<file path="config.mk">
export PLATFORM = sky130hd
export DESIGN_NAME = serial_rx
export DESIGN_NICKNAME = d
export VERILOG_FILES = /design/src/serial_rx_tick.v /design/src/serial_rx.v
export VERILOG_INCLUDE_DIRS = /design/src /design/src/shared
export SDC_FILE = /design/constraint.sdc
export NUM_CORES = 1
export LEC_CHECK = 0
export ABC_CLOCK_PERIOD_IN_PS = 9250
export BUFFER_PORTS_ARGS = -buffer_cell sky130_fd_sc_hd__buf_4
export CAP_MARGIN = 20
export CORE_MARGIN = 4
export CORE_UTILIZATION = 35
export DETAILED_ROUTE_END_ITERATION = 8
export PLACE_DENSITY = 0.54
export SLEW_MARGIN = 20
export SYNTH_ARGS = -nofsm -noshare
export SYNTH_HDL_FRONTEND = slang
export SYNTH_SLANG_ARGS = --single-unit
</file>
<file path="constraint.sdc">
create_clock -name clk -period 9.25 [get_ports clk]
set_input_delay 0 -clock clk [delete_from_list [all_inputs] [get_ports clk]]
set_output_delay 0 -clock clk [all_outputs]
set_load 0.1 [all_outputs]
</file>
<file path="src/shared/serial_rx_defs.vh">
// serial_rx_defs.vh: register offsets, field positions and reset values
// for the asynchronous serial receiver; definitions only
`ifndef SERIAL_RX_DEFS_VH
`define SERIAL_RX_DEFS_VH

// ----------------------------------------
// register byte addresses
// ----------------------------------------
`define OFS_FLAG 5'h00
`define OFS_DATA 5'h04
`define OFS_BAUD 5'h08
`define OFS_CTL1 5'h0c
`define OFS_CTL2 5'h10
`define OFS_RXFINE 5'h14
`define OFS_TXFINE 5'h18

// ----------------------------------------
// flag_port fields
// ----------------------------------------
`define FLG_FULL 5
`define FLG_IDLE 4
`define FLG_OVR 3
`define FLG_NOISE 2
`define FLG_FRAME 1
`define FLG_PAR 0

// ----------------------------------------
// control_port_one fields
// ----------------------------------------
`define C1_NINTH 7
`define C1_WORD9 4
`define C1_WAKE 3
`define C1_PARON 2
`define C1_PSENSE 1
`define C1_PIE 0

// ----------------------------------------
// control_port_two fields
// ----------------------------------------
`define C2_RXIE 5
`define C2_QIE 4
`define C2_RXON 2
`define C2_MUTE 1

// ----------------------------------------
// baud_divider_port fields and sampling
// ----------------------------------------
`define BD_PRE_HI 7
`define BD_PRE_LO 6
`define BD_TX_HI 5
`define BD_TX_LO 3
`define BD_RX_HI 2
`define BD_RX_LO 0
`define OVERSAMPLE 5'h10
`define RST_BYTE 8'h00

`endif

</file>
<file path="src/serial_rx_tick.v">
// serial_rx_tick.v: receive divider chain giving one 16x sample tick
// assumes settings static while the receiver is enabled
`include "serial_rx_defs.vh"
`default_nettype none

module serial_rx_tick (
  input wire clk,
  input wire rst,
  input wire run,
  input wire [1:0] preSel,
  input wire [2:0] rxSel,
  input wire [7:0] fineDiv,
  output reg tick
);
  // ----------------------------------------
  // prescale 1,3,4,13 then 2^n then fine 1..255
  // ----------------------------------------
  reg [3:0] preCnt_r;
  reg [6:0] pwrCnt_r;
  reg [7:0] fineCnt_r;
  reg [3:0] preMax;
  wire [6:0] pwrMax;
  wire preHit;
  wire pwrHit;
  wire fineHit;

  always @* begin
    case (preSel)
      2'h0: preMax = 4'h0;
      2'h1: preMax = 4'h2;
      2'h2: preMax = 4'h3;
      default: preMax = 4'hc;
    endcase
  end

  assign pwrMax = (7'h01 << rxSel) - 7'h01;
  assign preHit = (preCnt_r == preMax);
  assign pwrHit = preHit && (pwrCnt_r == pwrMax);
  // zero leaves the fine prescaler out of the chain
  assign fineHit = pwrHit && ((fineDiv == 8'h00) || (fineCnt_r == fineDiv - 8'h01));

  always @(posedge clk or posedge rst) begin
    if (rst) begin
      preCnt_r <= 4'h0;
      pwrCnt_r <= 7'h00;
      fineCnt_r <= 8'h00;
      tick <= 1'b0;
    end else if (!run) begin
      preCnt_r <= 4'h0;
      pwrCnt_r <= 7'h00;
      fineCnt_r <= 8'h00;
      tick <= 1'b0;
    end else begin
      preCnt_r <= preHit ? 4'h0 : preCnt_r + 4'h1;
      if (preHit)
        pwrCnt_r <= pwrHit ? 7'h00 : pwrCnt_r + 7'h01;
      if (pwrHit)
        fineCnt_r <= fineHit ? 8'h00 : fineCnt_r + 8'h01;
      tick <= fineHit;
    end
  end
endmodule // serial_rx_tick

`default_nettype wire

</file>
<file path="src/serial_rx.v">
// serial_rx.v: receive half of an asynchronous NRZ serial port
// assumes a classic Wishbone master and serialInPin synchronous to clk
// Operation
// - bits shift in lsb first; words pass through rx_buffer
// - rx_on enables the receiver, which hunts for a start bit
// - complete word loads rx_buffer, sets full flag, irq if enabled
// - full flag clears only by flag read then data read
// - word while full sets overrun, buffer kept, irq if enabled
// - a break is handled as a framing fault
// - idle frame sets only the idle flag, no word loaded; idle irq if enabled
// - bit value is majority of samples 8,9,10; disagreement is noise
// - noise flag rises with full flag, data kept, no own irq
// - noise flag clears by flag read then data read
// - start bit voting one discards frame, noise shown with next word
// - missing stop bit sets framing flag, data still transferred
// - rate is clk over 16 times prescale times power of two
// - nonzero fine prescaler divides further by 1 to 255
// - mute blocks every receive flag and interrupt
// - idle wake clears mute without setting idle flag
// - address wake on data msb one clears mute, word received
// - frame is start, 8 or 9 bits with optional parity, stop
// - parity even for sense 0, odd for sense 1
// - parity failure sets parity flag, irq if enabled
// - in 9-bit mode the msb goes to ninth_rx_bit
`include "serial_rx_defs.vh"
`default_nettype none

module serial_rx (
  input wire clk,
  input wire rst,
  input wire serialInPin,
  input wire cpuMask,
  input wire wb_cyc_i,
  input wire wb_stb_i,
  input wire wb_we_i,
  input wire [4:0] wb_adr_i,
  input wire [31:0] wb_dat_i,
  input wire [3:0] wb_sel_i,
  output reg [31:0] wb_dat_o,
  output reg wb_ack_o,
  output reg wb_err_o,
  output reg irq
);
  // ----------------------------------------
  // states
  // ----------------------------------------
  localparam IDLE = 2'h0;
  localparam START = 2'h1;
  localparam DATA = 2'h2;
  localparam STOP = 2'h3;

  // ----------------------------------------
  // registers
  // ----------------------------------------
  reg [7:0] baudDividerPort_r;
  reg [7:0] rxFinePrescaler_r;
  reg [7:0] txFinePrescaler_r;
  reg word9_r;
  reg wake_r;
  reg parityOn_r;
  reg paritySense_r;
  reg parityIrqEn_r;
  reg ninthRxBit_r;
  reg rxIrqEn_r;
  reg quietIrqEn_r;
  reg rxOn_r;
  reg muteFlag_r;
  reg [7:0] rxBuffer_r;
  reg rxFullFlag_r;
  reg idleFlag_r;
  reg ovrFlag_r;
  reg noiseFlag_r;
  reg framingFlag_r;
  reg parityFailFlag_r;
  reg flagSeen_r;
  reg hiddenNoise_r;
  reg [1:0] state_r;
  reg [3:0] smp_r;
  reg [3:0] bitIdx_r;
  reg [8:0] shift_r;
  reg [2:0] votes_r;
  reg frameNoise_r;
  reg allOnes_r;
  reg [2:0] hist_r;
  reg [7:0] idleCnt_r;
  wire tick;

  serial_rx_tick divider (
    .clk(clk),
    .rst(rst),
    .run(rxOn_r),
    .preSel(baudDividerPort_r[`BD_PRE_HI:`BD_PRE_LO]),
    .rxSel(baudDividerPort_r[`BD_RX_HI:`BD_RX_LO]),
    .fineDiv(rxFinePrescaler_r),
    .tick(tick)
  );

  // ----------------------------------------
  // bus decode
  // ----------------------------------------
  wire req = wb_cyc_i && wb_stb_i && !wb_ack_o && !wb_err_o;
  wire [4:0] adr = {wb_adr_i[4:2], 2'b00};
  wire hit = (adr == `OFS_FLAG) || (adr == `OFS_DATA) || (adr == `OFS_BAUD) ||
             (adr == `OFS_CTL1) || (adr == `OFS_CTL2) || (adr == `OFS_RXFINE) ||
             (adr == `OFS_TXFINE);
  wire wr = req && hit && wb_we_i && wb_sel_i[0];
  wire rdFlag = req && hit && !wb_we_i && (adr == `OFS_FLAG);
  wire rdData = req && hit && !wb_we_i && (adr == `OFS_DATA);
  wire clrSeq = rdData && flagSeen_r;
  wire [7:0] flagByte = {2'b00, rxFullFlag_r, idleFlag_r, ovrFlag_r, noiseFlag_r,
                         framingFlag_r, parityFailFlag_r};
  wire [7:0] ctl1Byte = {ninthRxBit_r, 2'b00, word9_r, wake_r, parityOn_r,
                         paritySense_r, parityIrqEn_r};
  wire [7:0] ctl2Byte = {2'b00, rxIrqEn_r, quietIrqEn_r, 1'b0, rxOn_r, muteFlag_r, 1'b0};
  reg [7:0] rdByte;

  always @* begin
    case (adr)
      `OFS_FLAG: rdByte = flagByte;
      `OFS_DATA: rdByte = rxBuffer_r;
      `OFS_BAUD: rdByte = baudDividerPort_r;
      `OFS_CTL1: rdByte = ctl1Byte;
      `OFS_CTL2: rdByte = ctl2Byte;
      `OFS_RXFINE: rdByte = rxFinePrescaler_r;
      `OFS_TXFINE: rdByte = txFinePrescaler_r;
      default: rdByte = `RST_BYTE;
    endcase
  end

  // ----------------------------------------
  // sampling and frame decode
  // ----------------------------------------
  wire [3:0] dataLen = word9_r ? 4'h9 : 4'h8;
  wire [2:0] v3 = {votes_r[1:0], serialInPin};
  wire voteBit = (v3[0] & v3[1]) | (v3[0] & v3[2]) | (v3[1] & v3[2]);
  wire voteNoisy = !(v3 == 3'b000 || v3 == 3'b111);
  wire atLast = (smp_r == 4'h9);
  wire [8:0] word = shift_r;
  wire [8:0] wordAligned = word9_r ? word : {1'b0, word[8:1]};
  wire msb = word9_r ? wordAligned[8] : wordAligned[7];
  wire parOdd = word9_r ? ^wordAligned[8:0] : ^wordAligned[7:0];
  wire parBad = parityOn_r && (parOdd != paritySense_r);
  wire dataMsb = word9_r ? (parityOn_r ? wordAligned[7] : wordAligned[8])
                         : (parityOn_r ? wordAligned[6] : wordAligned[7]);
  // frame end events, valid at the stop bit's sample 10
  wire stopDone = (state_r == STOP) && tick && atLast;
  // idle: one whole frame of ones counted after a frame has ended
  wire [7:0] frameTicks = {dataLen + 4'h2, 4'h0};
  wire startEdge = hist_r[0] && !serialInPin;
  wire isIdle = (state_r == IDLE) && tick && allOnes_r && serialInPin &&
                (idleCnt_r == frameTicks - 8'h01);
  wire isWord = stopDone;
  wire addrWake = muteFlag_r && wake_r && dataMsb;
  wire accept = isWord && (!muteFlag_r || addrWake);
  wire idleWake = isIdle && muteFlag_r && !wake_r;
  wire idleSet = isIdle && !muteFlag_r;

  always @(posedge clk or posedge rst) begin
    if (rst) begin
      state_r <= IDLE;
      smp_r <= 4'h0;
      bitIdx_r <= 4'h0;
      shift_r <= 9'h000;
      votes_r <= 3'h0;
      frameNoise_r <= 1'b0;
      allOnes_r <= 1'b0;
      hist_r <= 3'h7;
      idleCnt_r <= 8'h00;
    end else if (!rxOn_r) begin
      state_r <= IDLE;
      hist_r <= 3'h7;
      allOnes_r <= 1'b0;
    end else if (tick) begin
      hist_r <= {hist_r[1:0], serialInPin};
      votes_r <= v3;
      case (state_r)
        IDLE: begin
          if (startEdge) begin
            state_r <= START;
            smp_r <= 4'h1;
            frameNoise_r <= (hist_r != 3'b111);
            allOnes_r <= 1'b0;
          end else if (!serialInPin) begin
            idleCnt_r <= 8'h00;
          end else if (allOnes_r) begin
            idleCnt_r <= idleCnt_r + 8'h01;
            if (isIdle)
              allOnes_r <= 1'b0;
          end
        end
        START: begin
          smp_r <= smp_r + 4'h1;
          if (atLast) begin
            if (voteBit) begin
              state_r <= IDLE;
              smp_r <= 4'h0;
            end else begin
              frameNoise_r <= frameNoise_r | voteNoisy;
            end
          end
          if (smp_r == 4'hf) begin
            state_r <= DATA;
            smp_r <= 4'h0;
            bitIdx_r <= 4'h0;
          end
        end
        DATA: begin
          smp_r <= smp_r + 4'h1;
          if (atLast) begin
            shift_r <= {voteBit, shift_r[8:1]};
            frameNoise_r <= frameNoise_r | voteNoisy;
          end
          if (smp_r == 4'hf) begin
            smp_r <= 4'h0;
            bitIdx_r <= bitIdx_r + 4'h1;
            if (bitIdx_r == dataLen - 4'h1)
              state_r <= STOP;
          end
        end
        STOP: begin
          smp_r <= smp_r + 4'h1;
          if (atLast) begin
            state_r <= IDLE;
            smp_r <= 4'h0;
            allOnes_r <= 1'b1;
            idleCnt_r <= 8'h00;
          end
        end
        default: state_r <= IDLE;
      endcase
    end
  end

  // ----------------------------------------
  // flags, buffer and bus registers
  // ----------------------------------------
  always @(posedge clk or posedge rst) begin
    if (rst) begin
      baudDividerPort_r <= `RST_BYTE;
      rxFinePrescaler_r <= `RST_BYTE;
      txFinePrescaler_r <= `RST_BYTE;
      word9_r <= 1'b0;
      wake_r <= 1'b0;
      parityOn_r <= 1'b0;
      paritySense_r <= 1'b0;
      parityIrqEn_r <= 1'b0;
      ninthRxBit_r <= 1'b0;
      rxIrqEn_r <= 1'b0;
      quietIrqEn_r <= 1'b0;
      rxOn_r <= 1'b0;
      muteFlag_r <= 1'b0;
      rxBuffer_r <= `RST_BYTE;
      rxFullFlag_r <= 1'b0;
      idleFlag_r <= 1'b0;
      ovrFlag_r <= 1'b0;
      noiseFlag_r <= 1'b0;
      framingFlag_r <= 1'b0;
      parityFailFlag_r <= 1'b0;
      flagSeen_r <= 1'b0;
      hiddenNoise_r <= 1'b0;
      wb_ack_o <= 1'b0;
      wb_err_o <= 1'b0;
      wb_dat_o <= 32'h00000000;
      irq <= 1'b0;
    end else begin
      wb_ack_o <= req && hit;
      wb_err_o <= req && !hit;
      wb_dat_o <= req ? {24'h000000, rdByte} : 32'h00000000;
      if (rdFlag)
        flagSeen_r <= 1'b1;
      else if (req && hit)
        flagSeen_r <= 1'b0;
      if (wr) begin
        case (adr)
          `OFS_BAUD: baudDividerPort_r <= wb_dat_i[7:0];
          `OFS_RXFINE: rxFinePrescaler_r <= wb_dat_i[7:0];
          `OFS_TXFINE: txFinePrescaler_r <= wb_dat_i[7:0];
          `OFS_CTL1: begin
            word9_r <= wb_dat_i[`C1_WORD9];
            wake_r <= wb_dat_i[`C1_WAKE];
            parityOn_r <= wb_dat_i[`C1_PARON];
            paritySense_r <= wb_dat_i[`C1_PSENSE];
            parityIrqEn_r <= wb_dat_i[`C1_PIE];
          end
          `OFS_CTL2: begin
            rxIrqEn_r <= wb_dat_i[`C2_RXIE];
            quietIrqEn_r <= wb_dat_i[`C2_QIE];
            rxOn_r <= wb_dat_i[`C2_RXON];
            muteFlag_r <= wb_dat_i[`C2_MUTE];
          end
          default: ;
        endcase
      end
      // clears first; hardware sets below win in the same cycle
      if (clrSeq) begin
        rxFullFlag_r <= 1'b0;
        idleFlag_r <= 1'b0;
        ovrFlag_r <= 1'b0;
        noiseFlag_r <= 1'b0;
        framingFlag_r <= 1'b0;
        parityFailFlag_r <= 1'b0;
      end
      if (state_r == START && tick && atLast && voteBit)
        hiddenNoise_r <= 1'b1;
      if (addrWake && isWord)
        muteFlag_r <= 1'b0;
      if (idleWake)
        muteFlag_r <= 1'b0;
      if (idleSet)
        idleFlag_r <= 1'b1;
      if (accept) begin
        if (rxFullFlag_r && !clrSeq) begin
          ovrFlag_r <= 1'b1;
        end else begin
          rxBuffer_r <= wordAligned[7:0];
          ninthRxBit_r <= word9_r ? wordAligned[8] : ninthRxBit_r;
          rxFullFlag_r <= 1'b1;
          noiseFlag_r <= frameNoise_r | voteNoisy | hiddenNoise_r;
          framingFlag_r <= !voteBit;
          parityFailFlag_r <= parBad;
          hiddenNoise_r <= 1'b0;
        end
      end
      irq <= !cpuMask && !muteFlag_r &&
             ((rxIrqEn_r && (rxFullFlag_r || ovrFlag_r)) ||
              (quietIrqEn_r && idleFlag_r) ||
              (parityIrqEn_r && parityFailFlag_r));
    end
  end
endmodule // serial_rx

`default_nettype wire

</file>
==> metrics.txt, run 1 <==
# TYPE chip_impl_metric gauge
chip_impl_metric{name="antenna_left",unit=""} 0
chip_impl_info{name="rsz0062_at_grt",value="no"} 1
chip_impl_info{name="worst_hold_startpoint",value="wb_cyc_i"} 1
chip_impl_info{name="slowest_stage",value="sky130_fd_sc_hd__dfrtp_1"} 1
chip_impl_metric{name="synth_compound_gate_area_share",unit=""} 0.1295
chip_impl_metric{name="cp_slowest_stage_delay",unit="ns"} 0.52
chip_impl_metric{name="routed_wl",unit="mm"} 14.31
chip_impl_metric{name="syn_area",unit="sq um"} 6360
chip_impl_metric{name="cts.repair_timing.setup_buffer_count",unit=""} 0
chip_impl_metric{name="finClkSkew",unit="ns"} 0.006892
chip_impl_metric{name="yosysWarnings",unit=""} 0
chip_impl_metric{name="average_cell_area_after_synthesis",unit="sq um"} 9.922
chip_impl_metric{name="max_freq",unit="MHz"} 314.1
chip_impl_metric{name="ratio_of_cells_with_drive_above_1_in_the_final_layout",unit=""} 0.1758
chip_impl_metric{name="wl_per_cell",unit="microns"} 15.51
chip_impl_metric{name="number_of_optimization_iterations_in_the_first_detailed_route_pass",unit=""} 7
chip_impl_metric{name="synth_adder_area_share",unit=""} 0.03108
chip_impl_metric{name="final-max-slew-violation-count",unit=""} 0
chip_impl_metric{name="synth-xor-area-share",unit=""} 0.04269
chip_impl_info{name="timing.critical_path.cells",value="nor2_1 > nand2_1 > ha_1 > xnor2_1 > or4_1 > a311o_1 > or2_1 > o21ai_1 > o22ai_1"} 1
chip_impl_metric{name="final_core_util",unit=""} 0.4193
chip_impl_metric{name="yosys_register_bits",unit=""} 115
chip_impl_metric{name="globalRouteTotalUtil",unit=""} 0.1477
chip_impl_metric{name="postSynth.asyncResetShare",unit=""} 1.000
chip_impl_info{name="criticalPathCategory",value="register to register"} 1
chip_impl_metric{name="final.period_utilization",unit=""} 0.3442
chip_impl_metric{name="globalRoute.totalOverflow",unit=""} 0
chip_impl_info{name="crit_family",value="simple AND/OR/NAND/NOR gates"} 1
chip_impl_metric{name="synth_seq_area_share",unit=""} 0.4531
chip_impl_info{name="r2r-start",value="baudDividerPort_r[1]"} 1
chip_impl_metric{name="cts_buffers",unit=""} 17
chip_impl_metric{name="cellLeakagePower",unit="nW"} 3.281
chip_impl_metric{name="tightestPinTransition",unit="ns"} 0.9425
chip_impl_metric{name="power_per_cell_area",unit="nW/um^2"} 196.1
chip_impl_metric{name="worst_ep_required_time",unit="ns"} 9.50
chip_impl_info{name="outcome",value="finished clean"} 1
chip_impl_metric{name="timing.slew.headroom",unit=""} 0.3716
chip_impl_metric{name="cts_num_sinks",unit=""} 115
chip_impl_metric{name="flow.area_growth_from_synthesis",unit="%"} 18.02
chip_impl_metric{name="global_route_wire_length_before_repair",unit="mm"} 24.27
chip_impl_metric{name="dieArea",unit="sq um"} 20390
chip_impl_info{name="main_combinational_cell_family_by_area_after_synthesis",value="simple AND/OR/NAND/NOR gates"} 1
chip_impl_metric{name="max-clock-path-buffers",unit=""} 2
chip_impl_metric{name="routabilityCongestion",unit=""} 0.7906
chip_impl_metric{name="synthesis.instances",unit=""} 641
chip_impl_info{name="critPathLaunch",value="baudDividerPort_r[1]"} 1
chip_impl_metric{name="num_rows",unit=""} 49
chip_impl_metric{name="cts_max_level",unit=""} 4
chip_impl_metric{name="nNetsFinal",unit=""} 745
chip_impl_metric{name="route.vias.total",unit=""} 4761
chip_impl_metric{name="antenna_found_initial",unit=""} 0
chip_impl_metric{name="fin_crit",unit="ns"} 3.184
chip_impl_metric{name="synth_mux_area_frac",unit=""} 0.1271
chip_impl_metric{name="core_area",unit="sq um"} 17900
chip_impl_metric{name="clkTransAtPathRegs",unit="ns"} 0.05
chip_impl_metric{name="final_hold_viol_count",unit=""} 0
chip_impl_metric{name="peakVddDrop",unit="mV"} 0.1235
chip_impl_metric{name="post_synth_and_or_nand_nor_area_fraction",unit=""} 0.1599
chip_impl_metric{name="setup_tns",unit="ns"} 0
chip_impl_metric{name="critical_path_buf_inv_count",unit=""} 0
chip_impl_metric{name="die_x",unit="microns"} 142.8
chip_impl_metric{name="cp_max_fo",unit=""} 12
chip_impl_info{name="tritoncts_clock_tree",value="yes"} 1
chip_impl_metric{name="synth_enable_flop_cells",unit=""} 0
chip_impl_info{name="worstSetupStartpointType",value="register"} 1
chip_impl_metric{name="route.detailed.vias_per_inst",unit=""} 5.158
chip_impl_metric{name="die-height",unit="microns"} 142.8
chip_impl_metric{name="insertedDiodeCount",unit=""} 0
chip_impl_info{name="critical_path.endpoint_type",value="register"} 1
chip_impl_metric{name="io_buffer_count",unit=""} 29
chip_impl_metric{name="maxCapViolations",unit=""} 0
chip_impl_metric{name="detailedPlacementHpwl",unit="mm"} 10.00
chip_impl_info{name="clock-root-buffer",value="sky130_fd_sc_hd__clkbuf_16"} 1
chip_impl_metric{name="insertion_delay_to_the_later_sink_of_the_worst_skew_pair",unit="ns"} 0.41
chip_impl_metric{name="r2r_setup_slk",unit="ns"} 6.07
chip_impl_metric{name="pin_count_of_the_biggest_net_entering_global_routing",unit=""} 72
chip_impl_metric{name="final-setup-viol-count",unit=""} 0
chip_impl_metric{name="start_util",unit=""} 0.3553
chip_impl_info{name="min_path_type",value="primary input to register"} 1
chip_impl_info{name="synth_top_flop_cell",value="sky130_fd_sc_hd__dfrtp_1"} 1
chip_impl_metric{name="critical_path_arrival",unit="ns"} 3.44
chip_impl_metric{name="io_pins",unit=""} 83
chip_impl_metric{name="initialDrtViolationCount",unit=""} 182
chip_impl_metric{name="via_count_of_the_first_global_routing_pass",unit=""} 4753
chip_impl_metric{name="yosys.cell_types.count",unit=""} 65
chip_impl_metric{name="drc",unit=""} 0
[metrics by stage]
stage | cells | total power, W | hold slack, ns | cell area [sq um] | setup slack, ns
3_5_place_dp | 875 | 0.0007614 | 0.1117 | 6690 | 6.041
5_1_grt | 923 | 0.001539 | 0.1728 | 7506 | 5.744
3_3_place_gp | 875 | 0.0007558 | 0.09721 | 6690 | 6.107
2_1_floorplan | 664 | 0.0007230 | 0.06676 | 6446 | 6.211
4_1_cts | 923 | 0.001489 | 0.1241 | 7506 | 6.036
6_report | 923 | 0.001472 | 0.1556 | 7506 | 6.066
[flip-flops by register name, summed over array words and instances (netlist names), 2 cells and up]
| signal | cells |
|---|---|
| baudDividerPort_r | 8 |
| bitIdx_r | 4 |
| divider.fineCnt_r | 8 |
| divider.preCnt_r | 4 |
| divider.pwrCnt_r | 7 |
| hist_r | 3 |
| idleCnt_r | 8 |
| rxBuffer_r | 8 |
| rxFinePrescaler_r | 8 |
| shift_r | 9 |
| smp_r | 4 |
| state_r | 2 |
| txFinePrescaler_r | 8 |
| votes_r | 2 |
| wb_dat_o | 8 |
[cells by family (layout without fill, tap and decap cells)]
logic type	count (synthesis)	count (layout)
compound gates	127	127
xor+xnor	31	31
fa+ha+maj	16	16
buf+inv	69	99
flops	115	115
mux	70	70
other cells	1	24
simple gates	212	212
[cell usage in the layout (no fill, tap or decap), types with 17 or more instances in the layout]
cell type and instances:
sky130_fd_sc_hd__nand2_1 62, sky130_fd_sc_hd__conb_1 24, sky130_fd_sc_hd__dfrtp_1 112, sky130_fd_sc_hd__mux2i_1 20
sky130_fd_sc_hd__xnor2_1 19, sky130_fd_sc_hd__nor2_1 57, sky130_fd_sc_hd__clkbuf_16 17, sky130_fd_sc_hd__nand3_1 25
sky130_fd_sc_hd__mux2_2 46, sky130_fd_sc_hd__a21oi_1 26, sky130_fd_sc_hd__dlygate4sd3_1 17, sky130_fd_sc_hd__inv_1 18
sky130_fd_sc_hd__buf_4 32, sky130_fd_sc_hd__o21ai_0 35
[worst paths after layout]
| check | end | cells past startpoint |
|---|---|---|
| worst max-delay path | divider.pwrCnt_r[1] | 9 |
| worst min-delay path | flagSeen_r | 4 |
| worst max register to register | divider.pwrCnt_r[1] | 9 |
| worst min register to register | baudDividerPort_r[5] | 1 |
| max in group asynchronous | smp_r[3] | 4 |
| min in group asynchronous | divider.pwrCnt_r[3] | 3 |
[routing by layer]
layer,part of all wire,vias up,wire length [microns],track usage
met5,0,-,0,0
met4,0.0075,0,108,0.03002
met3,0.040,15,567,0.03952
met2,0.47,90,6663,0.2369
met1,0.49,2331,6973,0.2025
li1,-,2325,-,-
[synthesized netlist by cell type (5+ instances only)]
| cell | n | area (sq um) |
|---|---|---|
| sky130_fd_sc_hd__o211ai_1 | 6 | 45.04 |
| sky130_fd_sc_hd__nand4_1 | 7 | 43.79 |
| sky130_fd_sc_hd__nor3_1 | 10 | 50.05 |
| sky130_fd_sc_hd__xnor2_1 | 19 | 166.4 |
| sky130_fd_sc_hd__a21oi_1 | 26 | 130.1 |
| sky130_fd_sc_hd__a22oi_1 | 6 | 45.04 |
| sky130_fd_sc_hd__dfrtp_1 | 112 | 2803 |
| sky130_fd_sc_hd__a31oi_1 | 8 | 50.05 |
| sky130_fd_sc_hd__nand2b_1 | 10 | 62.56 |
| sky130_fd_sc_hd__nand3_1 | 25 | 125.1 |
| sky130_fd_sc_hd__buf_4 | 25 | 187.7 |
| sky130_fd_sc_hd__mux2_2 | 46 | 518.0 |
| sky130_fd_sc_hd__inv_1 | 19 | 71.32 |
| sky130_fd_sc_hd__a21o_1 | 5 | 37.54 |
| sky130_fd_sc_hd__a211oi_1 | 6 | 45.04 |
| sky130_fd_sc_hd__mux2i_1 | 20 | 200.2 |
| sky130_fd_sc_hd__clkbuf_1 | 20 | 75.07 |
| sky130_fd_sc_hd__and3_1 | 6 | 37.54 |
| sky130_fd_sc_hd__o21ai_0 | 35 | 175.2 |
| sky130_fd_sc_hd__xor2_1 | 12 | 105.1 |
| sky130_fd_sc_hd__ha_1 | 15 | 187.7 |
| sky130_fd_sc_hd__o31ai_1 | 6 | 45.04 |
| sky130_fd_sc_hd__nor2_1 | 57 | 214.0 |
| sky130_fd_sc_hd__nand2_1 | 62 | 232.7 |
| sky130_fd_sc_hd__o22ai_1 | 5 | 31.28 |
[worst reg2reg max path, stage by stage, from the launching register on]
cell and delay (ns):
sky130_fd_sc_hd__dfrtp_1 0.52, sky130_fd_sc_hd__nor2_1 0.25, sky130_fd_sc_hd__nand2_1 0.08, sky130_fd_sc_hd__ha_1 0.27, sky130_fd_sc_hd__xnor2_1 0.18, sky130_fd_sc_hd__or4_1 0.49, sky130_fd_sc_hd__a311o_1 0.36, sky130_fd_sc_hd__or2_1 0.24
sky130_fd_sc_hd__o21ai_1 0.51, sky130_fd_sc_hd__o22ai_1 0.14
[final cells by class]
cell class	count	area (sq um)
fillers	1754	10400
multi-input cells	480	3208
flip-flops and latches	115	2882
clock buffers	23	498.0
repair buffers	49	410.4
well taps	229	286.5
clock inverters	8	147.6
inverters	19	73.82
[power breakdown]
part | switching (W) | internal [W] | total, W
Clock | 0.000229 | 0.000485 | 0.000714
Combinational | 0.000130 | 0.0000683 | 0.000198
Sequential | 0.0000344 | 0.000526 | 0.000561
Total | 0.000393 | 0.00108 | 0.00147
[timing repair]
action,in CTS,in global routing
hold endpoints to repair,86,0
hold buffers,17,0
resized for setup,0,0
Power figures use the tool's default switching activity.
==> run 2, diff against run 1 <==
--- a/config.mk
+++ b/config.mk
@@ -6,7 +6,7 @@
 export SDC_FILE = /design/constraint.sdc
 export NUM_CORES = 1
 export LEC_CHECK = 0
-export ABC_CLOCK_PERIOD_IN_PS = 9250
+export ABC_CLOCK_PERIOD_IN_PS = 3150
 export BUFFER_PORTS_ARGS = -buffer_cell sky130_fd_sc_hd__buf_4
 export CAP_MARGIN = 20
 export CORE_MARGIN = 4
==> constraint.sdc (replaced) <==
create_clock -name clk -period 3.15 [get_ports clk]
set_input_delay 0 -clock clk [delete_from_list [all_inputs] [get_ports clk]]
set_output_delay 0 -clock clk [all_outputs]
set_load 0.1 [all_outputs]
==> metrics.txt, run 2 (synthesis results as in run 1) <==
# TYPE chip_impl_metric gauge
chip_impl_metric{name="via_count_of_the_first_global_routing_pass",unit=""} 4764
chip_impl_metric{name="route.vias.total",unit=""} 4879
chip_impl_metric{name="total_power",unit="W"} 0.004248
chip_impl_metric{name="max-clock-path-buffers",unit=""} 2
chip_impl_metric{name="antenna_left",unit=""} 0
chip_impl_metric{name="cp_max_fo",unit=""} 9
chip_impl_metric{name="dieArea",unit="sq um"} 20390
chip_impl_metric{name="peakVddDrop",unit="mV"} 0.3725
chip_impl_metric{name="number_of_optimization_iterations_in_the_first_detailed_route_pass",unit=""} 5
chip_impl_metric{name="cts_num_sinks",unit=""} 115
chip_impl_metric{name="io_pins",unit=""} 83
chip_impl_metric{name="drc",unit=""} 0
chip_impl_metric{name="antenna_found_initial",unit=""} 0
chip_impl_info{name="mostFrequentLayoutCell",value="sky130_fd_sc_hd__dfrtp_1"} 1
chip_impl_metric{name="final-setup-viol-count",unit=""} 0
chip_impl_metric{name="final.period_utilization",unit=""} 0.9287
chip_impl_metric{name="globalRouteTotalUtil",unit=""} 0.1487
chip_impl_metric{name="die_x",unit="microns"} 142.8
chip_impl_metric{name="routabilityCongestion",unit=""} 0.7791
chip_impl_info{name="tritoncts_clock_tree",value="yes"} 1
chip_impl_info{name="criticalPathCategory",value="register to register"} 1
chip_impl_metric{name="die-height",unit="microns"} 142.8
chip_impl_metric{name="cts_max_level",unit=""} 4
chip_impl_metric{name="insertion_delay_to_the_later_sink_of_the_worst_skew_pair",unit="ns"} 0.42
chip_impl_metric{name="n_fill_cell",unit=""} 1735
chip_impl_metric{name="finish.cell_count_without_fillers",unit=""} 935
chip_impl_metric{name="timing.slew.headroom",unit=""} 0.3691
chip_impl_metric{name="post-place-cells",unit=""} 884
chip_impl_metric{name="pin_count_of_the_biggest_net_entering_global_routing",unit=""} 59
chip_impl_metric{name="power_per_cell_area",unit="nW/um^2"} 561.4
chip_impl_info{name="worstSetupStartpointType",value="register"} 1
chip_impl_metric{name="final-seq-area",unit="sq um"} 2882
chip_impl_metric{name="nNetsFinal",unit=""} 756
chip_impl_info{name="critical_path.endpoint_type",value="register"} 1
chip_impl_metric{name="setup_tns",unit="ns"} 0
chip_impl_info{name="rsz0062_at_grt",value="no"} 1
chip_impl_metric{name="route.detailed.vias_per_inst",unit=""} 5.218
chip_impl_metric{name="global_route_wire_length_before_repair",unit="mm"} 24.14
chip_impl_metric{name="clkTransAtPathRegs",unit="ns"} 0.06
chip_impl_metric{name="flow.area_growth_from_synthesis",unit="%"} 18.98
chip_impl_metric{name="initialDrtViolationCount",unit=""} 204
chip_impl_metric{name="fin_crit",unit="ns"} 2.925
chip_impl_metric{name="largest_register_ff_count",unit=""} 9
chip_impl_info{name="largest_register",value="shift_r"} 1
chip_impl_metric{name="num_rows",unit=""} 49
chip_impl_metric{name="finClkSkew",unit="ns"} 0.007381
chip_impl_metric{name="core_area",unit="sq um"} 17900
chip_impl_metric{name="placedInstanceArea",unit="sq um"} 6758
chip_impl_metric{name="tightestPinTransition",unit="ns"} 0.9444
chip_impl_metric{name="ratio_of_cells_with_drive_above_1_in_the_final_layout",unit=""} 0.1912
chip_impl_metric{name="final_hold_viol_count",unit=""} 0
chip_impl_metric{name="critical_path_arrival",unit="ns"} 3.23
chip_impl_metric{name="insertedDiodeCount",unit=""} 0
chip_impl_metric{name="multi_input_comb_area",unit="sq um"} 3221
chip_impl_metric{name="finalInstanceArea",unit="sq um"} 7567
chip_impl_metric{name="globalRoute.totalOverflow",unit=""} 0
chip_impl_metric{name="worst_ep_required_time",unit="ns"} 3.45
chip_impl_metric{name="maxCapViolations",unit=""} 0
chip_impl_info{name="min_path_type",value="primary input to register"} 1
chip_impl_info{name="layout.cells.most_common_list",value="112 x sky130_fd_sc_hd__dfrtp_1, 62 x sky130_fd_sc_hd__nand2_1, 57 x sky130_fd_sc_hd__nor2_1"} 1
chip_impl_metric{name="hold_ws",unit="ns"} 0.1484
chip_impl_info{name="clock-root-buffer",value="sky130_fd_sc_hd__clkbuf_16"} 1
chip_impl_info{name="outcome",value="finished clean"} 1
chip_impl_metric{name="cellLeakagePower",unit="nW"} 3.309
chip_impl_metric{name="wl_per_cell",unit="microns"} 15.57
chip_impl_metric{name="final-max-slew-violation-count",unit=""} 0
chip_impl_metric{name="io_buffer_count",unit=""} 29
chip_impl_metric{name="cts_buffers",unit=""} 17
chip_impl_metric{name="r2r_setup_slk",unit="ns"} 0.22
chip_impl_metric{name="routed_wl",unit="mm"} 14.55
chip_impl_metric{name="start_util",unit=""} 0.3553
chip_impl_metric{name="detailedPlacementHpwl",unit="mm"} 10.34
chip_impl_metric{name="max_freq",unit="MHz"} 341.8
run 2: layout make-up:
class | count | share of cell area
flip-flops and latches | 115 | 0.3808
clock buffers | 18 | 0.05804
repair buffers | 59 | 0.06415
inverters | 19 | 0.009755
multi-input cells | 481 | 0.4256
well taps | 229 | 0.03786
clock inverters | 14 | 0.02381
run 2: critical path, stage by stage, from the launching register on:
cell and delay [ns]:
sky130_fd_sc_hd__dfrtp_1 0.46, sky130_fd_sc_hd__inv_1 0.14, sky130_fd_sc_hd__nand2_1 0.07, sky130_fd_sc_hd__ha_1 0.27
sky130_fd_sc_hd__xnor2_1 0.19, sky130_fd_sc_hd__or4_1 0.47, sky130_fd_sc_hd__a311o_1 0.37, sky130_fd_sc_hd__or2_1 0.25
sky130_fd_sc_hd__o21a_4 0.24, sky130_fd_sc_hd__a221o_1 0.34
run 2: power by group:
group	switching (W)	internal (W)	total (W)	leakage [nW]
clock network	0.000724	0.00127	0.00200	0.297
registers	0.0000803	0.00154	0.00162	1.48
logic	0.000408	0.000219	0.000626	1.53
run 2: per-stage QoR:
| stage | util | setup slack [ns] |
|---|---|---|
| final | 0.4227 | 0.2247 |
| after global routing | 0.4227 | 0.05671 |
| after CTS | 0.4216 | 0.2246 |
| after detailed placement | 0.3775 | 0.2422 |
| after global placement | 0.3775 | 0.3276 |
| after floorplan | - | 0.1109 |
run 2: timing repair:
item / in CTS / in global routing
gates resized for setup: 0 / 1
hold buffers: 17 / 0
endpoints found under the setup margin: 0 / 3
hold endpoints to repair: 97 / 0
buffers inserted: 0 / 1
run 2: final timing paths:
path / start / to / cells past startpoint
hold / removal: wb_cyc_i / flagSeen_r / 4
min in group asynchronous: rst / divider.preCnt_r[3] / 3
hold reg to reg: baudDividerPort_r[3] / baudDividerPort_r[3] / 1
max in group asynchronous: rst / hist_r[0] / 4
setup / recovery: baudDividerPort_r[0] / divider.fineCnt_r[4] / 9
setup reg to reg: baudDividerPort_r[0] / divider.fineCnt_r[4] / 9
run 2: layer usage:
| metal | part of all wire | GRT usage |
|---|---|---|
| met1 | 0.47 | 0.1982 |
| met2 | 0.47 | 0.2344 |
| met3 | 0.038 | 0.03416 |
| met4 | 0.021 | 0.06103 |
| met5 | 0 | 0 |
==> run 3, diff against run 2 <==
--- a/config.mk
+++ b/config.mk
@@ -11,6 +11,7 @@
 export CAP_MARGIN = 20
 export CORE_MARGIN = 4
 export CORE_UTILIZATION = 35
+export CTS_BUF_LIST = sky130_fd_sc_hd__clkbuf_16
 export DETAILED_ROUTE_END_ITERATION = 8
 export PLACE_DENSITY = 0.54
 export SLEW_MARGIN = 20
==> metrics.txt, run 3 (synthesis results as in run 1) <==
# TYPE chip_impl_metric gauge
chip_impl_metric{name="r2r_setup_slk",unit="ns"} 0.22
chip_impl_metric{name="io_pins",unit=""} 83
chip_impl_metric{name="flow.area_growth_from_synthesis",unit="%"} 18.83
chip_impl_metric{name="antenna_left",unit=""} 0
chip_impl_metric{name="tightestPinTransition",unit="ns"} 0.9444
chip_impl_info{name="clock-root-buffer",value="sky130_fd_sc_hd__clkbuf_16"} 1
chip_impl_metric{name="die_x",unit="microns"} 142.8
chip_impl_metric{name="num_rows",unit=""} 49
chip_impl_metric{name="pin_count_of_the_biggest_net_entering_global_routing",unit=""} 59
chip_impl_metric{name="antenna_found_initial",unit=""} 0
chip_impl_info{name="largest_register",value="shift_r"} 1
chip_impl_metric{name="io_buffer_count",unit=""} 29
chip_impl_info{name="layout.cells.most_common_list",value="112 x sky130_fd_sc_hd__dfrtp_1, 62 x sky130_fd_sc_hd__nand2_1, 57 x sky130_fd_sc_hd__nor2_1"} 1
chip_impl_metric{name="cellLeakagePower",unit="nW"} 3.303
chip_impl_metric{name="global_route_wire_length_before_repair",unit="mm"} 24.14
chip_impl_info{name="min_path_type",value="primary input to register"} 1
chip_impl_info{name="tritoncts_clock_tree",value="yes"} 1
chip_impl_metric{name="start_util",unit=""} 0.3553
chip_impl_info{name="outcome",value="finished clean"} 1
chip_impl_metric{name="insertedDiodeCount",unit=""} 0
chip_impl_metric{name="wl_per_cell",unit="microns"} 15.57
chip_impl_metric{name="ratio_of_cells_with_drive_above_1_in_the_final_layout",unit=""} 0.1898
chip_impl_metric{name="number_of_optimization_iterations_in_the_first_detailed_route_pass",unit=""} 5
chip_impl_metric{name="largest_register_ff_count",unit=""} 9
chip_impl_metric{name="maxCapViolations",unit=""} 0
chip_impl_metric{name="cts_buffers",unit=""} 17
chip_impl_metric{name="pre_cts_slack",unit="ns"} 0.2422
chip_impl_info{name="worst_r2r_endpoint",value="divider.fineCnt_r[4]"} 1
chip_impl_metric{name="routabilityCongestion",unit=""} 0.7791
chip_impl_metric{name="routed_wl",unit="mm"} 14.56
chip_impl_metric{name="nNetsFinal",unit=""} 756
chip_impl_metric{name="max-clock-path-buffers",unit=""} 2
chip_impl_metric{name="worst_ep_required_time",unit="ns"} 3.45
chip_impl_metric{name="fin_crit",unit="ns"} 2.925
chip_impl_metric{name="die-height",unit="microns"} 142.8
chip_impl_metric{name="final-setup-viol-count",unit=""} 0
chip_impl_info{name="slowest_stage",value="sky130_fd_sc_hd__or4_1"} 1
chip_impl_info{name="r2r-start",value="baudDividerPort_r[0]"} 1
chip_impl_metric{name="route.detailed.vias_per_inst",unit=""} 5.215
chip_impl_info{name="rsz0062_at_grt",value="no"} 1
chip_impl_metric{name="peakVddDrop",unit="mV"} 0.3725
chip_impl_metric{name="timing.slew.headroom",unit=""} 0.3691
chip_impl_metric{name="route.vias.total",unit=""} 4876
chip_impl_metric{name="insertion_delay_to_the_later_sink_of_the_worst_skew_pair",unit="ns"} 0.42
chip_impl_metric{name="n_fill_cell",unit=""} 1736
chip_impl_info{name="critical_path.endpoint_type",value="register"} 1
chip_impl_metric{name="clkTransAtPathRegs",unit="ns"} 0.06
chip_impl_metric{name="final-max-slew-violation-count",unit=""} 0
chip_impl_metric{name="drc",unit=""} 0
chip_impl_metric{name="rr_worst_depth",unit=""} 9
chip_impl_metric{name="critical_path_arrival",unit="ns"} 3.23
chip_impl_metric{name="core_area",unit="sq um"} 17900
chip_impl_metric{name="via_count_of_the_first_global_routing_pass",unit=""} 4764
chip_impl_metric{name="finClkSkew",unit="ns"} 0.007381
chip_impl_info{name="criticalPathCategory",value="register to register"} 1
chip_impl_metric{name="setup_tns",unit="ns"} 0
chip_impl_metric{name="cts_max_level",unit=""} 4
chip_impl_metric{name="cp_max_fo",unit=""} 9
chip_impl_metric{name="cts_num_sinks",unit=""} 115
chip_impl_metric{name="initialDrtViolationCount",unit=""} 204
chip_impl_metric{name="final_hold_viol_count",unit=""} 0
chip_impl_metric{name="detailedPlacementHpwl",unit="mm"} 10.34
chip_impl_metric{name="max_freq",unit="MHz"} 341.8
chip_impl_info{name="timing.critical_path.cells",value="inv_1 > nand2_1 > ha_1 > xnor2_1 > or4_1 > a311o_1 > or2_1 > o21a_4 > a221o_1"} 1
chip_impl_metric{name="dieArea",unit="sq um"} 20390
chip_impl_info{name="critical_path.endpoint",value="divider.fineCnt_r[4]"} 1
chip_impl_metric{name="cp_slowest_stage_delay",unit="ns"} 0.47
chip_impl_metric{name="globalRouteTotalUtil",unit=""} 0.1487
chip_impl_metric{name="final.period_utilization",unit=""} 0.9287
chip_impl_metric{name="globalRoute.totalOverflow",unit=""} 0
chip_impl_metric{name="finalWorstSetupSlack",unit="ns"} 0.2247
chip_impl_info{name="worstSetupStartpointType",value="register"} 1
chip_impl_info{name="critPathLaunch",value="baudDividerPort_r[0]"} 1
chip_impl_info{name="mostFrequentLayoutCell",value="sky130_fd_sc_hd__dfrtp_1"} 1
chip_impl_metric{name="power_per_cell_area",unit="nW/um^2"} 558.8
-- run 3: changes by cell type in the layout (fill, tap and decap cells not counted) --
| cell | change |
|---|---|
| sky130_fd_sc_hd__clkbuf_8 | -1 |
| sky130_fd_sc_hd__clkinv_1 | +1 |
-- run 3: critical path: cells and delay by family, from the launching register on --
kind	cells	cell delay (ns)
flip-flops	1	0.46
adder cells (fa/ha/maj)	1	0.27
XOR/XNOR	1	0.19
AND/OR/NAND/NOR	3	0.79
AO/OA/AOI/OAI	3	0.95
buffers and inverters	1	0.14
-- run 3: power by group --
group	internal [W]	switching, W
clock network	0.00125	0.000723
registers	0.00154	0.0000803
logic	0.000219	0.000408
-- run 3: area by class of cell --
cell class              count  area (sq um)  share of cell area
multi-input cells         481          3221              0.4262
flip-flops and latches    115          2882              0.3813
well taps                 229         286.5             0.03791
clock inverters            15         183.9             0.02434
repair buffers             59         485.5             0.06424
inverters                  19         73.82            0.009768
clock buffers              17         425.4             0.05629
-- run 3: what timing repair did --
item	in CTS	in global routing
setup buffers	0	1
endpoints found under the setup margin	0	3
gates resized for setup	0	1
endpoints found under the hold margin	97	0
hold buffers	17	0
-- run 3: per-layer routing --
metal / global-route usage / wire length [microns] / vias to the layer above
li1: - / - / 2360
met1: 0.1982 / 6885 / 2389
met2: 0.2344 / 6805 / 104
met3: 0.03416 / 552 / 23
met4: 0.06103 / 311 / 0
met5: 0 / 0 / -
-- run 3: stage by stage --
stage / std cells / hold slack [ns] / area, sq um / util / total power [W]
2_1_floorplan: 664 / 0.06676 / 6446 / - / 0.002123
3_3_place_gp: 884 / 0.1881 / 6758 / 0.3775 / 0.002245
3_5_place_dp: 884 / 0.1844 / 6758 / 0.3775 / 0.002258
4_1_cts: 933 / 0.1434 / 7537 / 0.4210 / 0.004271
5_1_grt: 935 / 0.1603 / 7557 / 0.4221 / 0.004414
6_report: 935 / 0.1493 / 7557 / 0.4221 / 0.004223
-- run 3: how the worst min path moves through the flow --
stage | start | endpoint | slack [ns] | cells after the start
2_1_floorplan | cpuMask | irq | 0.07 | 1
3_3_place_gp | rst | divider.preCnt_r[3] | 0.19 | 2
3_5_place_dp | cpuMask | irq | 0.18 | 2
4_1_cts | wb_cyc_i | flagSeen_r | 0.14 | 4
5_1_grt | wb_cyc_i | flagSeen_r | 0.16 | 4
6_report | wb_cyc_i | flagSeen_r | 0.15 | 4
